===== config.mk =====
export PLATFORM = sky130hd
export DESIGN_NAME = rlwg_lane
export DESIGN_NICKNAME = d
export VERILOG_FILES = /design/src/rtl/rlwg_pkg.sv /design/src/rtl/rlwg_fifo.sv /design/src/rtl/rlwg_lane.sv
export VERILOG_INCLUDE_DIRS = /design/src /design/src/rtl
export SDC_FILE = /design/constraint.sdc
export NUM_CORES = 2
export LEC_CHECK = 0
export BUFFER_PORTS_ARGS = -buffer_cell sky130_fd_sc_hd__buf_2
export CAP_MARGIN = 20
export CORE_UTILIZATION = 40
export DETAILED_ROUTE_END_ITERATION = 16
export PLACE_DENSITY = 0.53
export SLEW_MARGIN = 20
export SYNTH_ARGS = -nofsm -noshare
export SYNTH_HDL_FRONTEND = slang
export SYNTH_SLANG_ARGS = --single-unit
export TNS_END_PERCENT = 50

===== constraint.sdc =====
create_clock -name clk_sys -period 5.05 [get_ports clk_sys]
set_input_delay 0.7575 -clock clk_sys [delete_from_list [all_inputs] [get_ports clk_sys]]
set_output_delay 0.7575 -clock clk_sys [all_outputs]
set_load 0.05 [all_outputs]

===== src/rtl/rlwg_defines.svh =====
/*
 * Constants of the raw lane width gearing block: bus widths, FIFO depth,
 * deskew depth and link timing.
 * Assumes it is included by bare name before the block's package and modules.
 */
`ifndef RLWG_DEFINES_SVH
`define RLWG_DEFINES_SVH

`define RLWG_BUS_W 40
`define RLWG_PMA_W 20
`define RLWG_FIFO_DEPTH 32
`define RLWG_DSK_STAGES 3
`define RLWG_SYS_PERIOD_NS 10
`define RLWG_LINK_PERIOD_NS 80
`define RLWG_LINK_CYC (`RLWG_LINK_PERIOD_NS / `RLWG_SYS_PERIOD_NS)

`endif


===== src/rtl/rlwg_pkg.sv =====
/*
 * Types of the raw lane width gearing block.
 * Assumes nothing beyond a SystemVerilog compiler.
 */
`default_nettype none

package rlwg_pkg;

    // medium width, internal width and gearing of each documented mode
    typedef enum logic [3:0] {
        RLWG_M1A, RLWG_M1B,
        RLWG_M2A, RLWG_M2B, RLWG_M2C, RLWG_M2D,
        RLWG_M3A, RLWG_M3B,
        RLWG_M4A, RLWG_M4B,
        RLWG_M5A, RLWG_M5B
    } rlwg_mode_t;

endpackage : rlwg_pkg

`default_nettype wire


===== src/rtl/rlwg_fifo.sv =====
/*
 * Synchronous FIFO with valid/ready on both sides and a flop-array store.
 * Assumes both sides run on clk_sys; depth is a power of two.
 */
`default_nettype none

module rlwg_fifo #(
    parameter int W = 40,
    parameter int D = 32
) (
    // clock and reset
    input wire logic clk_sys,
    input wire logic rst_b,
    // fill side
    input wire logic in_valid,
    output logic in_ready,
    input wire logic [W-1:0] in_data,
    // drain side
    output logic out_valid,
    input wire logic out_ready,
    output logic [W-1:0] out_data
);
    localparam int AW = $clog2(D);

    logic [W-1:0] mem [0:D-1];
    logic [AW:0] wr_ptr;
    logic [AW:0] rd_ptr;

    wire full = (wr_ptr[AW] != rd_ptr[AW]) && (wr_ptr[AW-1:0] == rd_ptr[AW-1:0]);
    wire empty = (wr_ptr == rd_ptr);
    wire push = in_valid && !full;
    wire pop = out_ready && !empty;

    assign in_ready = !full;
    assign out_valid = !empty;
    assign out_data = mem[rd_ptr[AW-1:0]];

    always_ff @(posedge clk_sys) begin
        if (push) begin
            mem[wr_ptr[AW-1:0]] <= in_data;
        end
    end

    always_ff @(posedge clk_sys or negedge rst_b) begin
        if (!rst_b) begin
            wr_ptr <= '0;
            rd_ptr <= '0;
        end else begin
            wr_ptr <= wr_ptr + (AW+1)'(push);
            rd_ptr <= rd_ptr + (AW+1)'(pop);
        end
    end

endmodule : rlwg_fifo

`default_nettype wire


===== src/rtl/rlwg_lane.sv =====
/*
 * Raw lane datapath: fabric words through a transmit FIFO, the width
 * gearing serializer and the transmit deskew delay onto the medium
 * parallel bus; medium words through the gearing deserializer and a
 * receive FIFO back to the fabric.
 * Assumes the fabric side runs on clk_sys; the medium parallel clock
 * arrives on a pin and is sampled here; the far end changes its
 * receive data away from the medium clock's rising edge.
 */
`include "rlwg_defines.svh"

`default_nettype none

module rlwg_lane
    import rlwg_pkg::*;
#(
    parameter int BUS_W = `RLWG_BUS_W,
    parameter int PMA_W = `RLWG_PMA_W,
    parameter int FIFO_DEPTH = `RLWG_FIFO_DEPTH
) (
    // clock and reset
    input wire logic clk_sys,
    input wire logic rst_b,
    // static configuration
    input wire rlwg_mode_t mode,
    input wire logic [1:0] deskew_dly,
    // fabric transmit stream
    input wire logic [BUS_W-1:0] tx_data,
    input wire logic tx_valid,
    output logic tx_ready,
    // fabric receive stream
    output logic [BUS_W-1:0] rx_data,
    output logic rx_valid,
    input wire logic rx_ready,
    // medium parallel port
    input wire logic pma_clk,
    output logic [PMA_W-1:0] pma_txd,
    input wire logic [PMA_W-1:0] pma_rxd,
    // status pulses
    output logic tx_underrun,
    output logic rx_overflow
);

    // mode geometry: {slice width, slice stride, slice count}
    function automatic logic [12:0] geom(rlwg_mode_t m);
        logic [12:0] g;
        g = {5'd20, 5'd20, 3'd1};
        case (m)
            RLWG_M1A: g = {5'd20, 5'd20, 3'd1};
            RLWG_M1B: g = {5'd20, 5'd20, 3'd2};
            RLWG_M2A: g = {5'd10, 5'd10, 3'd1};
            RLWG_M2B: g = {5'd10, 5'd10, 3'd2};
            RLWG_M2C: g = {5'd10, 5'd10, 3'd2};
            RLWG_M2D: g = {5'd10, 5'd10, 3'd4};
            RLWG_M3A: g = {5'd5, 5'd5, 3'd2};
            RLWG_M3B: g = {5'd5, 5'd5, 3'd4};
            RLWG_M4A: g = {5'd16, 5'd16, 3'd1};
            RLWG_M4B: g = {5'd16, 5'd20, 3'd2};
            RLWG_M5A: g = {5'd8, 5'd8, 3'd1};
            RLWG_M5B: g = {5'd8, 5'd10, 3'd2};
            default: g = {5'd20, 5'd20, 3'd1};
        endcase
        return g;
    endfunction : geom

    // decoded geometry of the selected mode
    wire [12:0] mode_geom = geom(mode);
    wire [4:0] sl_w = mode_geom[12:8];
    wire [4:0] sl_str = mode_geom[7:3];
    wire [2:0] sl_n = mode_geom[2:0];

    // low sl_w bits set; the 21st bit absorbs the full-width case
    wire [PMA_W:0] wm_full = ((PMA_W+1)'(1) << sl_w) - (PMA_W+1)'(1);
    wire [PMA_W-1:0] wmask = wm_full[PMA_W-1:0];

    // medium clock sampled into the system domain
    logic pma_sync1;
    logic pma_sync2;
    logic pma_prev;
    wire pma_rise = pma_sync2 && !pma_prev;

    always_ff @(posedge clk_sys or negedge rst_b) begin
        if (!rst_b) begin
            pma_sync1 <= 1'b0;
            pma_sync2 <= 1'b0;
            pma_prev <= 1'b0;
        end else begin
            pma_sync1 <= pma_clk;
            pma_sync2 <= pma_sync1;
            pma_prev <= pma_sync2;
        end
    end

    // receive data pins pass the same two-stage delay as the clock
    logic [PMA_W-1:0] rxd_s1;
    logic [PMA_W-1:0] rxd_s2;

    always_ff @(posedge clk_sys or negedge rst_b) begin
        if (!rst_b) begin
            rxd_s1 <= '0;
            rxd_s2 <= '0;
        end else begin
            rxd_s1 <= pma_rxd;
            rxd_s2 <= rxd_s1;
        end
    end

    // a mode change restarts both slice counters on a word boundary
    rlwg_mode_t mode_q;
    wire mode_chg = (mode != mode_q);

    always_ff @(posedge clk_sys or negedge rst_b) begin
        if (!rst_b) begin
            mode_q <= RLWG_M1A;
        end else begin
            mode_q <= mode;
        end
    end

    // transmit FIFO: the only storage ahead of the serializer
    logic txf_valid;
    logic [BUS_W-1:0] txf_data;
    logic [1:0] tx_idx;
    wire tx_pop = pma_rise && !mode_chg && (tx_idx == 2'd0) && txf_valid;

    // absorbs fabric bursts; sustained rate is the user's duty
    rlwg_fifo #(
        .W(BUS_W),
        .D(FIFO_DEPTH)
    ) u_tx_fifo (
        .clk_sys(clk_sys),
        .rst_b(rst_b),
        .in_valid(tx_valid),
        .in_ready(tx_ready),
        .in_data(tx_data),
        .out_valid(txf_valid),
        .out_ready(tx_pop),
        .out_data(txf_data)
    );

    // serializer: the first slice comes straight from the FIFO head
    logic [BUS_W-1:0] tx_word;
    wire [BUS_W-1:0] tx_src = (tx_idx == 2'd0) ? txf_data : tx_word;
    wire [5:0] tx_off = 6'(tx_idx) * 6'(sl_str);
    wire [BUS_W-1:0] tx_shift = tx_src >> tx_off;
    // upper bus bits outside the slice never reach the medium
    wire [PMA_W-1:0] tx_slice = tx_shift[PMA_W-1:0] & wmask;
    wire tx_empty_slot = (tx_idx == 2'd0) && !txf_valid;
    wire [PMA_W-1:0] tx_launch_d = tx_empty_slot ? '0 : tx_slice;
    wire tx_last = (3'(tx_idx) + 3'd1) >= sl_n;
    wire [1:0] next_tx_idx = tx_last ? 2'd0 : tx_idx + 2'd1;

    logic [PMA_W-1:0] tx_launch;

    always_ff @(posedge clk_sys or negedge rst_b) begin
        if (!rst_b) begin
            tx_idx <= 2'd0;
            tx_word <= '0;
            tx_launch <= '0;
        end else if (mode_chg) begin
            tx_idx <= 2'd0;
        end else if (pma_rise && !tx_empty_slot) begin
            tx_idx <= next_tx_idx;
            tx_launch <= tx_launch_d;
            if (tx_idx == 2'd0) begin
                tx_word <= txf_data;
            end
        end else if (pma_rise) begin
            tx_launch <= '0;
        end
    end

    // idle slots send zeros rather than repeat stale data
    always_ff @(posedge clk_sys or negedge rst_b) begin
        if (!rst_b) begin
            tx_underrun <= 1'b0;
        end else begin
            tx_underrun <= pma_rise && !mode_chg && tx_empty_slot;
        end
    end

    // transmit deskew: whole medium cycles of extra delay
    logic [PMA_W-1:0] dpipe [0:`RLWG_DSK_STAGES-1];
    wire [1:0] dsk_tap = deskew_dly - 2'd1;
    wire [PMA_W-1:0] dsk_sel = (deskew_dly == 2'd0) ? tx_launch : dpipe[dsk_tap];

    always_ff @(posedge clk_sys or negedge rst_b) begin
        if (!rst_b) begin
            for (int i = 0; i < `RLWG_DSK_STAGES; i++) begin
                dpipe[i] <= '0;
            end
        end else if (pma_rise) begin
            dpipe[0] <= tx_launch;
            for (int i = 1; i < `RLWG_DSK_STAGES; i++) begin
                dpipe[i] <= dpipe[i-1];
            end
        end
    end

    // bit 0 of the medium word is the serializer's first bit
    always_ff @(posedge clk_sys or negedge rst_b) begin
        if (!rst_b) begin
            pma_txd <= '0;
        end else if (pma_rise) begin
            pma_txd <= dsk_sel;
        end
    end

    // deserializer: same slice geometry as transmit
    logic [1:0] rx_idx;
    logic [BUS_W-1:0] rx_asm;
    wire [5:0] rx_off = 6'(rx_idx) * 6'(sl_str);
    wire [BUS_W-1:0] rx_slice = {{(BUS_W-PMA_W){1'b0}}, rxd_s2 & wmask};
    wire [BUS_W-1:0] rx_clr = {{(BUS_W-PMA_W){1'b0}}, wmask} << rx_off;
    // a new word starts from zero, so unused bits read as zero
    wire [BUS_W-1:0] rx_base = (rx_idx == 2'd0) ? '0 : (rx_asm & ~rx_clr);
    wire [BUS_W-1:0] next_rx_asm = rx_base | (rx_slice << rx_off);
    wire rx_last = (3'(rx_idx) + 3'd1) >= sl_n;
    wire [1:0] next_rx_idx = rx_last ? 2'd0 : rx_idx + 2'd1;
    wire rxf_push = pma_rise && !mode_chg && rx_last;

    always_ff @(posedge clk_sys or negedge rst_b) begin
        if (!rst_b) begin
            rx_idx <= 2'd0;
            rx_asm <= '0;
        end else if (mode_chg) begin
            rx_idx <= 2'd0;
        end else if (pma_rise) begin
            rx_idx <= next_rx_idx;
            rx_asm <= next_rx_asm;
        end
    end

    // receive FIFO
    logic rxf_ready;

    rlwg_fifo #(
        .W(BUS_W),
        .D(FIFO_DEPTH)
    ) u_rx_fifo (
        .clk_sys(clk_sys),
        .rst_b(rst_b),
        .in_valid(rxf_push),
        .in_ready(rxf_ready),
        .in_data(next_rx_asm),
        .out_valid(rx_valid),
        .out_ready(rx_ready),
        .out_data(rx_data)
    );

    // the medium cannot be stalled, so a full FIFO loses the word
    always_ff @(posedge clk_sys or negedge rst_b) begin
        if (!rst_b) begin
            rx_overflow <= 1'b0;
        end else begin
            rx_overflow <= rxf_push && !rxf_ready;
        end
    end
endmodule : rlwg_lane

`default_nettype wire


# --- Word-level counts from Yosys, hierarchy flattened ---
# Memories as Yosys holds them, arrays and structs flattened.
# Cells that the tools add are included.
totals:
  memories: 3
  out_inout_bits: 64
  reg_bits: 257
  wordCells: 107
  mem_bits_rw: 2560
  in_bits: 71
  mem_bits_ro: 208
mem_list:
  columns: ["name", "depth", "word_bits", "read_ports", "rd_ports_with_merged_regs", "wr", "line_no", "text"]
  rows:
  - ["u_rx_fifo.mem", 32, 40, 1, 0, 1, "rlwg_fifo.sv:25", "logic [W-1:0] mem [0:D-1];"]
  - ["u_tx_fifo.mem", 32, 40, 1, 0, 1, "rlwg_fifo.sv:25", null]
  - ["(name not given)", 16, 13, 1, 0, 0, "rlwg_lane.sv:48", "case (m)"]
classes:
  addsub: 10
  bitwise: 7
  muxes: 19
  magnitude_cmp: 3
  reduce_logical: 31
  eq_ne: 7
  shift: 4
  n_mul: 2
op_table:
  columns: ["operator", "n"]
  rows:
  - ["$mux 20", 6]
  - ["$mux 40", 2]
  - ["$shl 20x6->40", 2]
  - ["$and 20x20->20", 2]
  - ["$and 40x40->40", 1]
  - ["$bmux 20 s2", 1]
  - ["$not 40->40", 1]
  - ["$or 40x40->40", 1]
  - ["$shr 40x6->20", 1]
  - ["$add 6x1->6", 4]
  - ["$shl 1x5->20 const A", 1]
  - ["$sub 20x2->20 const B", 1]
  - ["$logic_and 1x1->1", 15]
  - ["$eq 6x6->1", 2]
  - ["$mul 2x5->6", 2]
  - ["$mux 2", 6]
  - ["$eq 5x5->1", 2]
  - ["$logic_not 1->1", 7]
  - ["$add 2x1->3 const B", 2]
  - ["$ge 3x3->1", 2]
  - ["$logic_not 2->1", 3]
  - ["$reduce_and 2->1", 3]
  - ["$reduce_bool 2->1", 3]
  - ["$add 2x1->2 const B", 2]
  - ["7 further kinds", 11]

# --- Depth between registers and ports, before layout ---
# An unclocked memory read counts as a cell.
logic_depth:
  word_depth: 8
  mapped_depth: 17
  mapped_depth_nobuf: 16

# --- Hierarchy ---
# From an unflattened synthesis, not the netlist that was laid out.
hier_totals:
  hier_cells: 6283
  area_unflattened_um2: 113780.4
modules_own_cells:
  columns: ["module", "cells_each", "area_each_um2", "seq_area_each_um2", "n_inst"]
  rows:
  - ["rlwg_fifo (u_rx_fifo)", 2289, 49253.5, 38737.2, 1]
  - ["rlwg_fifo (u_tx_fifo)", 2281, 49147.1, 38737.2, 1]
  - ["rlwg_lane", 1713, 15379.8, 5830.6, 1]

# --- Least setup slack after synthesis ---
# OpenSTA, ideal clock, no wires.
synth_timing:
  kind: "input to register"
  startpoint: "in mode[3]"
  endpoint: "mem u_rx_fifo.mem[0][15], data pin"
  stages: 12
  setup_ns: 0.454
  t_arrival_ns: 5.176
  path_buffers: 5
  required_time_ns: 4.596
  slack_ns: -0.580
  cell_sequence: "clkbuf_1 > buf_2 > buf_1 > a31o_2 > and2_1 > ha_1 > fa_1 > xor2_1 > clkbuf_1 > buf_1 > mux4_2 > o21ai_0"
synth_between:
  elab_chain_len: 8
  word_cells_on_any_way: 11
  classes_between: "add/sub (1); mul (1); shift (3); mux (1); bitwise (4); memory (1)"
synth_rtl:
  columns: ["element", "line_no", "text"]
  rows:
  - ["from (decl)", "rlwg_lane.sv:25", "input wire rlwg_mode_t mode,"]
  - ["$mem_v2 16x13 (*)", null, null]
  - ["parallel branches: the longest is 6 deep, another holds $mul 2x5->6", null, null]
  - ["$or 40x40->40 (*)", "rlwg_lane.sv:217", "wire [BUS_W-1:0] next_rx_asm = rx_base | (rx_slice << rx_off);"]
  - ["via next_rx_asm[15]", "rlwg_lane.sv:217", null]
  - ["to (decl)", "rlwg_fifo.sv:25", null]
# Mark *: on every way through the listed nets, which the timed path passes.

# --- Worst setup path after layout ---
layout_timing:
  startpoint: "reg u_rx_fifo.rd_ptr[0]"
  endpoint: "out rx_data[31]"
layout_between:
  elab_chain_len: 1
layout_rtl:
  columns: ["element", "line_no", "text"]
  rows:
  - ["from (decl)", "rlwg_fifo.sv:27", "logic [AW:0] rd_ptr;"]
  - ["from (signal assigned)", "rlwg_fifo.sv:50", "rd_ptr <= rd_ptr + (AW+1)'(pop);"]
  - ["$mem_v2 32x40", null, null]
  - ["to (decl)", "rlwg_lane.sv:32", "output logic [BUS_W-1:0] rx_data,"]
# No other way between the ends.

==> flow_metrics.env <==
export IMPL_status="finished, final reports clean"
export IMPL_end_kind="output port"
export IMPL_clock_skew_final_ns=0.0456
export IMPL_synth_edf_count=2560
export IMPL_grt_ovfl_total=0
export IMPL_h_tree_depth=5
export IMPL_clockRootBuffer="clkbuf_16"
export IMPL_fin_crit_sh_pct=92.3
export IMPL_seq_area_frac_synth_pct=72.9
export IMPL_start_util_pct=40.4
export IMPL_num_fill_cells=23912
export IMPL_design_core_area_um2=283000
export IMPL_fmax_mhz=215
export IMPL_async_reset_ff_share_pct=9.12
export IMPL_final_min_clock_period_ns=4.66
export IMPL_ff_latch_area_um2=83300
export IMPL_cp_cell_sequence="buf_12 > mux4_2 > mux4_2 > mux2_2 > buf_2"
export IMPL_setup_viol=0
export IMPL_cts_tree="yes"
export IMPL_dpl_hpwl_mm=201
export IMPL_netlist_area_leader_share_pct=67.3
export IMPL_rsz0062_at_grt="false"
export IMPL_grt_start_max_net_pins=87
export IMPL_pin_count=135
export IMPL_drv_slew=0
export IMPL_tightest_slew_ns=1.15
export IMPL_clock_sinks=2817
export IMPL_drt_iter0_drc=5756
export IMPL_drtAntennaViolNets=0
export IMPL_fp_dieH_um=536
export IMPL_vias=60584
export IMPL_die_w_um=536
export IMPL_cp_max_fo=74
export IMPL_hp_class="input port to flop"
export IMPL_cp_arrival_ns=3.90
export IMPL_grt_pass1_wl_mm=475
export IMPL_yosysTopAreaCell="edfxtp_1"
export IMPL_ys_flop_type="edfxtp_1"
export IMPL_firstDrtPassIters=5
export IMPL_slew_headroom_pct=22.8
export IMPL_fin_area_um2=133000
export IMPL_power_leakage_nw=44.8
export IMPL_cp_required_ns=4.29
export IMPL_synthesis_nets=6109
export IMPL_die_area_um2=288000
export IMPL_multi_input_area_um2=29400
export IMPL_drt_vias_per_instance=5.76
export IMPL_gp_congestion=0.914
export IMPL_clock_path_buffers=4
export IMPL_antenna_found_initial=21
export IMPL_numCtsBuffers=308
export IMPL_final_hold_violation_count=0
export IMPL_ctsResizeCount=0
export IMPL_worstSetupStartpointType="flop"
export IMPL_io_buffers=134
export IMPL_max_stage_delay_ns=0.65
export IMPL_avgSynthCellArea_um2=19.0
export IMPL_syn2layout_area_growth_pct=16.0
export IMPL_drive_above_1_share_pct=27.7
export IMPL_wire_per_inst_um=31.9
export IMPL_cts_setup_buffers=0
export IMPL_finalWirelength_mm=336
export IMPL_synth_area_leaders="edfxtp_1, mux4_2, dfrtp_1"
export IMPL_placed_area_um2=123000
export IMPL_worstSkewPairLatency_ns=0.93
export IMPL_synth_warnings=0
export IMPL_rows=195
export IMPL_synthTopCellsByCount="edfxtp_1, mux4_2, mux2i_1"
export IMPL_p_per_area_nw_per_um2=508
export IMPL_cp_common_cell="mux4_2"
export IMPL_grt_pass1_vias=61965
export IMPL_synth_seq_cells=2817
export IMPL_grtUsageTotal_pct=23.3
export IMPL_ir_drop_mv=0.334
export IMPL_worst_setup_path_type="flop to output port"
export IMPL_final_nets=6619
export IMPL_clkTransAtPathRegs_ns=0.06
export IMPL_worst_path_max_delay_cell="dfrtp_4"
export IMPL_drcViolationCount=0
export IMPL_synthDistinctLibCells=100
export IMPL_holdWs_ns=0.0473
export IMPL_maxCapViolCount=0
export IMPL_syn_area_um2=114000
export IMPL_synth_most_common_cell="edfxtp_1"
export IMPL_synthCells=6004
-- power breakdown --
| part | total [mW] | leakage [nW] | internal (mW) | switching, mW |
|---|---|---|---|---|
| clock network | 22.0 | 4.81 | 12.6 | 9.34 |
| logic | 17.8 | 13.3 | 7.56 | 10.3 |
| registers | 27.5 | 26.7 | 26.7 | 0.874 |
-- path summary, 6_finish.rpt --
kind | slack, ns | from | cells past startpoint | endpoint
max in group asynchronous | 3.48 | rst_b | 3 | dpipe[36]
worst max-delay path | 0.39 | u_rx_fifo.rd_ptr[0] | 5 | rx_data[31]
worst min-delay path | 0.05 | pma_rxd[3] | 1 | rxd_s1[3]
min in group asynchronous | 0.41 | rst_b | 2 | rxd_s1[0]
worst max register to register | 0.44 | u_tx_fifo.rd_ptr[2] | 10 | tx_launch[9]
worst min register to register | 0.33 | rxd_s1[2] | 0 | rxd_s2[2]
-- worst max-delay path: cells and delay by family (launching register included) --
| kind | cells | cell delay (ns) |
|---|---|---|
| buffers and inverters | 2 | 0.70 |
| DFF | 1 | 0.65 |
| muxes | 3 | 1.47 |
-- final cells by class --
class,count,share of cell area [%]
flip-flops and latches,2817,62.9
multi-input cells,2789,22.2
clock buffers,403,6.27
repair buffers,571,3.91
well taps,3743,3.53
clock inverters,163,1.13
inverters,27,0.0765
diodes,7,0.0132
-- flip-flops by register name (all words and copies together) (netlist names) --
register / cells
pma_txd: 20
u_rx_fifo.wr_ptr: 6
pma_sync1: 1
rxd_s2: 20
dpipe: 60
u_tx_fifo.rd_ptr: 6
u_rx_fifo.mem: 1280
tx_idx: 2
pma_prev: 1
rxd_s1: 20
rx_asm: 40
u_tx_fifo.mem: 1280
pma_sync2: 1
tx_underrun: 1
tx_word: 40
rx_idx: 2
tx_launch: 20
mode_q: 4
u_rx_fifo.rd_ptr: 6
rx_overflow: 1
u_tx_fifo.wr_ptr: 6
-- repair_timing --
action,in CTS,in global routing
hold endpoints to repair,94,0
hold buffers,14,0
setup endpoints to repair,0,0
-- per-layer routing --
layer	vias to the layer above	GRT usage, %	share of wire (%)
li1	25655	-	-
met5	-	0	0.022
met3	482	2.69	4.6
met4	10	6.31	2.7
met1	32658	29.9	41
met2	1779	41.6	52
-- kinds of logic after synthesis --
kind of cell               Yosys count  share of synthesized area, %
other                                1                       0.00328
DFF                               2817                          72.9
and+or+nand+nor                    775                          3.06
AOI/OAI and AO/OA                  768                          4.74
xor gates and xnor gates            43                         0.330
adders and majority gates           34                         0.386
buffers and inverters              398                          1.91
muxes                             1168                          16.6
-- cells in the final DEF (no fill, tap or decap), types with 19 or more instances in the layout --
master,instances
a211o_1,20
a211oi_1,26
a21oi_1,121
a221oi_1,28
a22o_1,19
a22oi_1,31
a2bb2oi_1,20
and2_1,43
buf_12,95
buf_2,133
buf_4,328
clkbuf_1,76
clkbuf_16,313
clkinv_1,44
clkinv_2,63
dfrtp_1,248
edfxtp_1,2560
ha_1,30
inv_1,25
mux2_2,169
mux2i_1,434
mux4_2,550
nand2_1,254
nand3_1,57
nor2_1,185
nor2_4,66
nor3_1,51
o211ai_1,42
o21ai_0,99
o21ai_1,22
o221ai_1,37
o22ai_1,121
or3_1,19
xnor2_1,25
-- stage by stage --
step,TNS (ns),worst slack (ns),utilization [%],cells,power (mW)
floorplan,-64.47,-0.408,-,6004,40.2
global placement,-4.06,-0.127,43.3,9933,46.0
detailed placement,-2.93,-0.0923,43.3,9933,46.1
CTS,0,0.299,46.8,10513,68.0
global route,0,0.233,46.8,10515,69.7
finish,0,0.391,46.8,10520,67.3
(Power assumes the default switching activity.)
